### config.mk
export PLATFORM = sky130hd
export DESIGN_NAME = ipr_priority_regs
export DESIGN_NICKNAME = d
export VERILOG_FILES = /design/src/shared/ipr_pkg.sv /design/src/rtl/ipr_priority_regs.sv
export SDC_FILE = /design/constraint.sdc
export NUM_CORES = 1
export LEC_CHECK = 0
export CELL_PAD_IN_SITES_DETAIL_PLACEMENT = 1
export CELL_PAD_IN_SITES_GLOBAL_PLACEMENT = 1
export CORE_AREA = 2 2 97 99
export DETAILED_ROUTE_END_ITERATION = 8
export DIE_AREA = 0 0 99 101
export DONT_BUFFER_PORTS = 1
export PLACE_DENSITY = 0.54
export SLEW_MARGIN = 0
export SYNTH_ARGS = -nofsm -noshare
export SYNTH_HDL_FRONTEND = slang
export SYNTH_SLANG_ARGS = --single-unit
### constraint.sdc
create_clock -name i_sys_clk -period 4.6 [get_ports i_sys_clk]
set_clock_uncertainty 0.2 [all_clocks]
set_input_delay 0.69 -clock i_sys_clk [delete_from_list [all_inputs] [get_ports i_sys_clk]]
set_output_delay 0.69 -clock i_sys_clk [all_outputs]
set_load 0.01 [all_outputs]
### src/shared/ipr_pkg.sv
// constants and carrier types for the interrupt line 0..11 priority registers
// assumes a single system clock domain shared by bus master and block
package ipr_pkg;
    localparam int ADDR_W = 12;
    localparam int DATA_W = 32;
    localparam int LINES = 12;
    localparam int REGS = 3;
    localparam int LINES_PER_REG = 4;
    localparam int SLOT_W = 8;
    localparam int LEVEL_W = 2;
    localparam int LEVEL_LSB = 6;
    localparam int LINE_W = 4;
    localparam logic [ADDR_W-1:0] IRQ0_3_PRIORITY_OFFS = 12'h300;
    localparam logic [ADDR_W-1:0] IRQ4_7_PRIORITY_OFFS = 12'h304;
    localparam logic [ADDR_W-1:0] IRQ8_11_PRIORITY_OFFS = 12'h308;
    localparam logic [REGS-1:0][ADDR_W-1:0] REG_OFFS =
        {IRQ8_11_PRIORITY_OFFS, IRQ4_7_PRIORITY_OFFS, IRQ0_3_PRIORITY_OFFS};
    localparam logic [DATA_W-1:0] LEVEL_MASK = 32'hc0c0c0c0;
    localparam logic [LEVEL_W-1:0] LEVEL_RESET = 2'h0;
    localparam logic [LEVEL_W-1:0] LEVEL_LEAST = 2'h3;
    localparam logic [DATA_W-1:0] RDATA_RESET = 32'h00000000;

    typedef struct packed {
        logic wr;
        logic rd;
        logic [ADDR_W-1:0] addr;
        logic [DATA_W-1:0] wdata;
    } ipr_req_type;

    typedef logic [LINES-1:0][LEVEL_W-1:0] ipr_levels_type;
endpackage

### src/rtl/ipr_priority_regs.sv
// priority level registers for interrupt lines 0..11, plus a small
// arbiter that names the most urgent requesting line
// assumes bus request and line requests are synchronous to i_sys_clk
//
// Functional notes
// - eight-bit slot per line, top two bits stored
// - level zero most urgent, three least urgent
// - first register holds lines 0 to 3
// - second register holds lines 4 to 7
// - third register holds lines 8 to 11
// - unimplemented bits read zero, writes ignored
// - registers at 0x300/0x304/0x308, reset zero
`timescale 1ns/100ps
module ipr_priority_regs (
    input wire logic i_sys_clk, // system clock, 25 MHz
    input wire logic i_nrst, // asynchronous reset, active low
    input wire ipr_pkg::ipr_req_type i_bus, // register access request
    input wire logic [ipr_pkg::LINES-1:0] i_req, // pending enabled lines
    output logic [ipr_pkg::DATA_W-1:0] o_rdata, // read data, next cycle
    output ipr_pkg::ipr_levels_type o_levels, // stored level per line
    output logic o_top_valid, // some line requesting
    output logic [ipr_pkg::LINE_W-1:0] o_top_line // most urgent line
);
    ipr_pkg::ipr_levels_type levels_q, levels_d;
    logic [ipr_pkg::DATA_W-1:0] rdata_q, rdata_d;
    logic top_valid_q, top_valid_d;
    logic [ipr_pkg::LINE_W-1:0] top_line_q, top_line_d;
    logic [ipr_pkg::LEVEL_W-1:0] best_lvl;
    logic [ipr_pkg::REGS-1:0][ipr_pkg::DATA_W-1:0] image;
    logic bus_hit;

    // bus view of each register: level in the top two bits of its slot
    always_comb
    begin
        image = '0;
        for (int k = 0; k < ipr_pkg::LINES_PER_REG; k++)
        begin
            image[0][k*ipr_pkg::SLOT_W+ipr_pkg::LEVEL_LSB
                +: ipr_pkg::LEVEL_W] = levels_q[k];
            image[1][k*ipr_pkg::SLOT_W+ipr_pkg::LEVEL_LSB
                +: ipr_pkg::LEVEL_W] =
                levels_q[ipr_pkg::LINES_PER_REG+k];
            image[2][k*ipr_pkg::SLOT_W+ipr_pkg::LEVEL_LSB
                +: ipr_pkg::LEVEL_W] =
                levels_q[2*ipr_pkg::LINES_PER_REG+k];
        end
    end

    always_comb
    begin
        levels_d = levels_q;
        rdata_d = ipr_pkg::RDATA_RESET;
        bus_hit = 1'b0;
        for (int r = 0; r < ipr_pkg::REGS; r++)
        begin
            if (i_bus.addr == ipr_pkg::REG_OFFS[r])
            begin
                bus_hit = 1'b1;
                // a read sees the levels from before a same-cycle write
                if (i_bus.rd)
                begin
                    rdata_d = image[r];
                end
                if (i_bus.wr)
                begin
                    for (int k = 0; k < ipr_pkg::LINES_PER_REG; k++)
                    begin
                        // only the top two bits of each slot are kept
                        levels_d[r*ipr_pkg::LINES_PER_REG+k] =
                            i_bus.wdata[k*ipr_pkg::SLOT_W
                            +ipr_pkg::LEVEL_LSB +: ipr_pkg::LEVEL_W];
                    end
                end
            end
        end
    end

    // lowest level value wins, lowest line number breaks a tie
    always_comb
    begin
        top_valid_d = 1'b0;
        top_line_d = '0;
        best_lvl = ipr_pkg::LEVEL_LEAST;
        for (int i = 0; i < ipr_pkg::LINES; i++)
        begin
            if (i_req[i] && (!top_valid_d || levels_q[i] < best_lvl))
            begin
                top_valid_d = 1'b1;
                top_line_d = ipr_pkg::LINE_W'(i);
                best_lvl = levels_q[i];
            end
        end
    end

    always_ff @(posedge i_sys_clk or negedge i_nrst)
    begin
        if (!i_nrst)
        begin
            levels_q <= {ipr_pkg::LINES{ipr_pkg::LEVEL_RESET}};
            rdata_q <= ipr_pkg::RDATA_RESET;
            top_valid_q <= 1'b0;
            top_line_q <= '0;
        end
        else
        begin
            levels_q <= levels_d;
            rdata_q <= rdata_d;
            top_valid_q <= top_valid_d;
            top_line_q <= top_line_d;
        end
    end

    assign o_levels = levels_q;
    assign o_rdata = rdata_q;
    assign o_top_valid = top_valid_q;
    assign o_top_line = top_line_q;

    // helper: is there a requesting line strictly more urgent than the winner
    logic beaten;
    always_comb
    begin
        beaten = 1'b0;
        for (int i = 0; i < ipr_pkg::LINES; i++)
        begin
            if (i_req[i] && levels_q[i] < levels_q[top_line_d])
            begin
                beaten = 1'b1;
            end
        end
    end
endmodule

## Yosys cells after proc, flatten, opt, wreduce, memory -nomap -nowiden

Cells that the tools add are included.

- Equality and inequality tests: 3
- Multiplexer cells: 40
- Order comparisons: 11
- Reductions and logical operators: 36

Operators with widths:

| kind | number |
|---|---|
| $mux W32 | 6 |
| $mux W4 | 10 |
| $eq A12 B10 Y1 const B | 3 |
| $lt A2 B2 Y1 | 11 |
| $mux W2 | 11 |
| $mux W1 | 13 |
| $logic_and A1 B1 Y1 | 11 |
| $logic_not A1 Y1 | 11 |
| $logic_or A1 B1 Y1 | 11 |
| $reduce_and A2 Y1 | 3 |

- Flip-flop bits (word level): 61

## Depth between registers and ports, before layout

- Depth after elaboration: 45
- Mapped depth: 22
- Depth with buffers taken out: 21

## Least setup slack after synthesis

No wires, ideal clock.

- Kind: in2reg
- From: input i_req[3] (netlist bit)
- To: register top_line_q, in the netlist o_top_line[2]
- Stages: 20
- Required time: 4.269 ns
- Setup time: 0.131 ns
- Buffers on the path: 1
- Setup slack: -0.370 ns
- Arrival: 4.639 ns
- Cell sequence: clkbuf_1 a2111o_1 a211o_1 a32o_1 o31ai_4 a31oi_4 a41oi_2 mux2i_1 ha_1 nor2_1 o21ai_1 o41ai_2 nor2_1 a21oi_1 ha_1 o22ai_1 and2b_1 a21oi_1 a31oi_2 nor3b_2

- Cells in the longest elaborated chain, start to end: 34
- Elaborated cells between the ends (all ways): 58
- Those cells by class: 8 x order compare; 25 x mux; 25 x reduce/logical

Ends and longest elaborated chain:

| what | RTL line | source |
|---|---|---|
| from (decl) | ipr_priority_regs.sv:18 | `input wire logic [ipr_pkg::LINES-1:0] i_req,` |
| $logic_and A1 B1 Y1 (*) | ipr_priority_regs.sv:86 | `if (i_req[i] && (!top_valid_d \|\| levels_q[i] < best_lvl))` |
| $mux W2 or $mux W1 (tied branches) | ipr_priority_regs.sv:86 |  |
| $lt A2 B2 Y1 or $logic_not A1 Y1 (tied branches) | ipr_priority_regs.sv:86 |  |
| $logic_or A1 B1 Y1 | ipr_priority_regs.sv:86 |  |
| $logic_and A1 B1 Y1 | ipr_priority_regs.sv:86 |  |
| $mux W2 or $mux W1 (tied branches) | ipr_priority_regs.sv:86 |  |
| $lt A2 B2 Y1 or $logic_not A1 Y1 (tied branches) | ipr_priority_regs.sv:86 |  |
| $logic_or A1 B1 Y1 | ipr_priority_regs.sv:86 |  |
| [19 not listed] | n/a |  |
| $logic_or A1 B1 Y1 | ipr_priority_regs.sv:86 |  |
| $logic_and A1 B1 Y1 | ipr_priority_regs.sv:86 |  |
| $mux W2 or $mux W1 (tied branches) | ipr_priority_regs.sv:86 |  |
| $lt A2 B2 Y1 or $logic_not A1 Y1 (tied branches) | ipr_priority_regs.sv:86 |  |
| $logic_or A1 B1 Y1 | ipr_priority_regs.sv:86 |  |
| $logic_and A1 B1 Y1 | ipr_priority_regs.sv:86 |  |
| $mux W4 (*) | ipr_priority_regs.sv:86 |  |
| net top_line_d, one bit | ipr_priority_regs.sv:27 | `logic [ipr_pkg::LINE_W-1:0] top_line_q, top_line_d;` |
| to (signal assigned) | ipr_priority_regs.sv:109 | `top_line_q <= top_line_d;` |
| to (decl) | ipr_priority_regs.sv:27 |  |

The timed path passes the listed nets; every way through them passes the cells marked *.
A chain may end at the register's enable or synchronous reset.

## Worst setup path after layout

- From: input i_req[1] (netlist bit)
- To: register top_line_q, in the netlist o_top_line[2]

- Cells in the longest elaborated chain, start to end: 42
- Elaborated cells between the ends (all ways): 70
- Those cells by class: 10 x order compare; 29 x mux; 31 x reduce/logical

Ends and longest elaborated chain:

| what | RTL line |
|---|---|
| $logic_and A1 B1 Y1 (*) | ipr_priority_regs.sv:86 |
| $mux W2 or $mux W1 (tied branches) | ipr_priority_regs.sv:86 |
| $lt A2 B2 Y1 or $logic_not A1 Y1 (tied branches) | ipr_priority_regs.sv:86 |
| $logic_or A1 B1 Y1 | ipr_priority_regs.sv:86 |
| $logic_and A1 B1 Y1 | ipr_priority_regs.sv:86 |
| $mux W2 or $mux W1 (tied branches) | ipr_priority_regs.sv:86 |
| $lt A2 B2 Y1 or $logic_not A1 Y1 (tied branches) | ipr_priority_regs.sv:86 |
| $logic_or A1 B1 Y1 | ipr_priority_regs.sv:86 |
| [27 not listed] | n/a |
| $logic_or A1 B1 Y1 | ipr_priority_regs.sv:86 |
| $logic_and A1 B1 Y1 | ipr_priority_regs.sv:86 |
| $mux W2 or $mux W1 (tied branches) | ipr_priority_regs.sv:86 |
| $lt A2 B2 Y1 or $logic_not A1 Y1 (tied branches) | ipr_priority_regs.sv:86 |
| $logic_or A1 B1 Y1 | ipr_priority_regs.sv:86 |
| $logic_and A1 B1 Y1 | ipr_priority_regs.sv:86 |
| $mux W4 (*) | ipr_priority_regs.sv:86 |
| net top_line_d, one bit | ipr_priority_regs.sv:27 |

Marks and branches as above.

==> impl_metrics.tcl <==
set metrics [dict create \
    die-area_mm2 0.009999 \
    layout_setup_ws_ns -0.1148 \
    grt_remaining_overflow 0 \
    critical_path.startpoint_type "input pin" \
    drt_iter0_drc 140 \
    hold_ws_ns 0.03236 \
    routed_wl_mm 8.829 \
    period_share_pct 102.5 \
    netlist_top_cells_count "dfrtp_1, buf_4, mux2_2, nor2b_1, nand2_1" \
    final_antenna_net_count 0 \
    violations_in_the_final_reports "setup timing" \
    routabilityCongestion 0.8614 \
    rsz0062_at_grt "yes" \
    layout.nets 398 \
    final_hold_viol_count 0 \
    crit_path_max_incr_delay_ns 0.43 \
    post_synth_fa_ha_maj_area_fraction_pct 1.335 \
    grt_first_pass_wirelength_mm 13.81 \
    cpMostUsedCell "a31oi_4" \
    synthFlopType "dfrtp_1" \
    worst_setup_ep_type "flip-flop" \
    max_freq_ghz 0.2121 \
    power.ir.vdd_worst_v 0.00009944 \
    worst-r2r-cell-count 21 \
    switching_share_pct 28.15 \
    stdcell_area_mm2 0.003421 \
    yosysWarningCount 0 \
    synth.ff_latch_count 37 \
    tritoncts.num_buffers 5 \
    htree_levels 2 \
    chipWidth_um 99 \
    worst_ep_arrival_time_ns 4.69 \
    antenna_found_initial 0 \
    timing.hold.worst.class "in -> async" \
    timing.critical_path.fanout_max 8 \
    detailed_place_hpwl_mm 6.758 \
    synth_top_family_by_area "compound AO/OA/AOI/OAI gates" \
    worstReg2RegStart "o_levels[3]" \
    run_status "complete, but fails checks" \
    synth_seq_area_share_pct 35.27 \
    synth.most_common_cell "dfrtp_1" \
    std_cell_rows 35 \
    p_leak_nw 1.490 \
    clock_path_buffers 2 \
    drt_drc_violations_left 0 \
    postSynthCellCount 269 \
    intPower_w 0.0004703 \
    die_height_um 101 \
    dp_cells 427 \
    clockPowerShare_pct 37.1 \
    netlist_top_cells_area "dfrtp_1, mux2_2, buf_4" \
    synth_compound_area_share_pct 23.98 \
    worst-setup-path-type "in -> reg" \
    dpl_cell_area_mm2 0.003067 \
    initial_utilization_pct 29.24 \
    power_density_mw_per_mm2 191.4 \
    synthesis.area_mm2 0.002625 \
    synth-async-reset-ratio_pct 100.0 \
    layout-area-overhead-vs-synth_pct 30.31 \
    avgViaCountPerCell 5.288 \
    first_global_vias 2503 \
    ff2ff_setup_slack_ns -0.08 \
    timing.rr.end "o_top_line[2]" \
    worst_skew_pair.late_latency_ns 0.29 \
    clk_pin_slew_worst_paths_ns 0.09 \
    total_switching_power_w 0.0001843 \
    post-synth-top-area-fraction_pct 35.27 \
    drt-wirelength-per-cell_um 19.71 \
    clock-root-buffer "clkbuf_8" \
    antenna-diode-count 0 \
    num_vias 2369 \
    slew_headroom_pct 44.13 \
    timing.max_cap.violations 0 \
    post_synth.cell_area_avg_um2 9.758 \
    worst_slew_pin_slew_ns 0.8305 \
    post-synth-top-area-cell "dfrtp_1" \
    fin_cells 448 \
    yosys.area_share.simple_pct 19.54 \
    clock_sinks 37 \
    numPortBuffers 0 \
    finalCriticalPeriod_ns 4.715 \
    first_pass_iters 4 \
    synth.area.mux_share_pct 10.68 \
    grt.total_usage_pct 17.75 \
    tritoncts "built" \
    synth-xor-area-share_pct 0 \
    timing.critical_path.required_ns 4.58 \
    synth_edf_count 0 \
    preCtsSetupSlack_ns -0.4561 \
    total_setup_violations_reported_at_the_end_of_the_flow 4 \
    power.sequential.fraction_pct 50.8 \
    worst_path_max_delay_cell "a2111o_1" \
    drive_above_1_share_pct 38.28 \
    num_ports 121 \
    synthDistinctLibCells 63 \
    power_frac_comb_pct 12.1 \
    drv_slew 0 \
    core_mm2 0.008977 \
    cp_cell_sequence "nor2b_4 -> a2111o_1 -> a211o_1 -> buf_6 -> o211a_4 -> o31ai_4 -> a31oi_4 -> a41oi_2 -> mux2i_2 -> ha_4 -> nor2_4 -> o21ai_4 -> o41ai_4 -> nor2_1 -> a21oi_1 -> ha_1 -> o22ai_2 -> and2b_1 -> a21oi_2 -> a31oi_4 -> nor3b_2" \
    grt_max_degree 38 \
]
-- kinds of logic (layout without fill, tap and decap cells) --
family / after synthesis / in the layout
AOI/OAI and AO/OA: 74 / 74
adders and majority gates: 3 / 3
buffers and inverters: 39 / 84
DFF: 37 / 37
muxes: 25 / 25
other: 1 / 24
and+or+nand+nor: 90 / 90
-- worst max path at each step --
stage	endpoint	cells past startpoint	startpoint	slack [ns]
3_3_place_gp	o_top_line[2]	21	i_req[1]	-0.42
5_1_grt	o_top_line[2]	21	o_levels[3]	-0.25
6_report	o_top_line[2]	21	i_req[1]	-0.11
3_5_place_dp	o_top_line[2]	21	i_req[1]	-0.46
4_1_cts	o_top_line[2]	20	i_req[1]	-0.10
2_1_floorplan	o_top_line[2]	20	i_req[1]	-0.17
-- registers in the layout (all words and copies together) (netlist names) --
name,flops
o_rdata,8
o_levels,24
o_top_line,4
o_top_valid,1
-- routing by layer --
layer | wire (um) | GRT usage [%] | up-vias | share of wire, %
met2 | 4523 | 31.55 | 62 | 51
li1 | - | - | 1109 | -
met3 | 547 | 5.132 | 10 | 6.2
met4 | 99 | 3.583 | 0 | 1.1
met5 | 0 | 0 | - | 0
met1 | 3659 | 21.41 | 1188 | 41
-- cells in the final DEF, fill, tap and decap left out, drive strengths merged, types with 4 or more instances in the layout --
cell type / instances
mux2: 24
buf: 66
nor3b: 5
a21oi: 6
nand2b: 10
clkbuf: 5
conb: 24
o21ai: 14
nor2b: 20
nor2: 12
nand2: 15
a31oi: 6
dfrtp: 37
a222oi: 8
o211ai: 4
nor3: 6
inv: 11
nand3: 5
-- layout make-up --
| cell class | instances | area, um^2 |
|---|---|---|
| Multi-Input combinational cell | 216 | 1708 |
| Clock buffer | 5 | 68.82 |
| Tap cell | 111 | 138.9 |
| Inverter | 10 | 37.54 |
| Clock inverter | 3 | 21.27 |
| Sequential cell | 37 | 927.1 |
| Timing Repair Buffer | 66 | 519.2 |
| Fill cell | 1029 | 5557 |
-- worst max-delay path: cells and delay by family --
kind / cells / cell delay [ns]
AO/OA/AOI/OAI: 12 / 2.30
adder cells (fa/ha/maj): 2 / 0.53
buffers and inverters: 1 / 0.12
multiplexers: 1 / 0.35
AND/OR/NAND/NOR: 5 / 0.68
-- power groups by stage --
stage               combinational (W)  sequential [W]  clock (W)
floorplan                   0.0000612        0.000339          0
global placement            0.0000630        0.000339          0
detailed placement          0.0000645        0.000339          0
CTS                         0.0000767        0.000332   0.000246
global route                0.0000879        0.000333   0.000260
finish                      0.0000793        0.000332   0.000243
-- through the flow --
step                setup TNS [ns]  power (W)  utilization (%)
floorplan                  -0.2220  0.0004000                -
global placement            -1.379  0.0004019            34.16
detailed placement          -1.545  0.0004035            34.16
CTS                        -0.1428  0.0006556            37.03
global route               -0.7176  0.0006808            38.10
finish                     -0.2089  0.0006546            38.10
-- repair_timing --
action,CTS,global route
buffers inserted,8,4
resized for setup,14,12
endpoints found under the setup margin,4,4
pin swaps,11,10
hold endpoints to repair,37,0
hold buffers,1,0
Power figures use the tool's default switching activity.
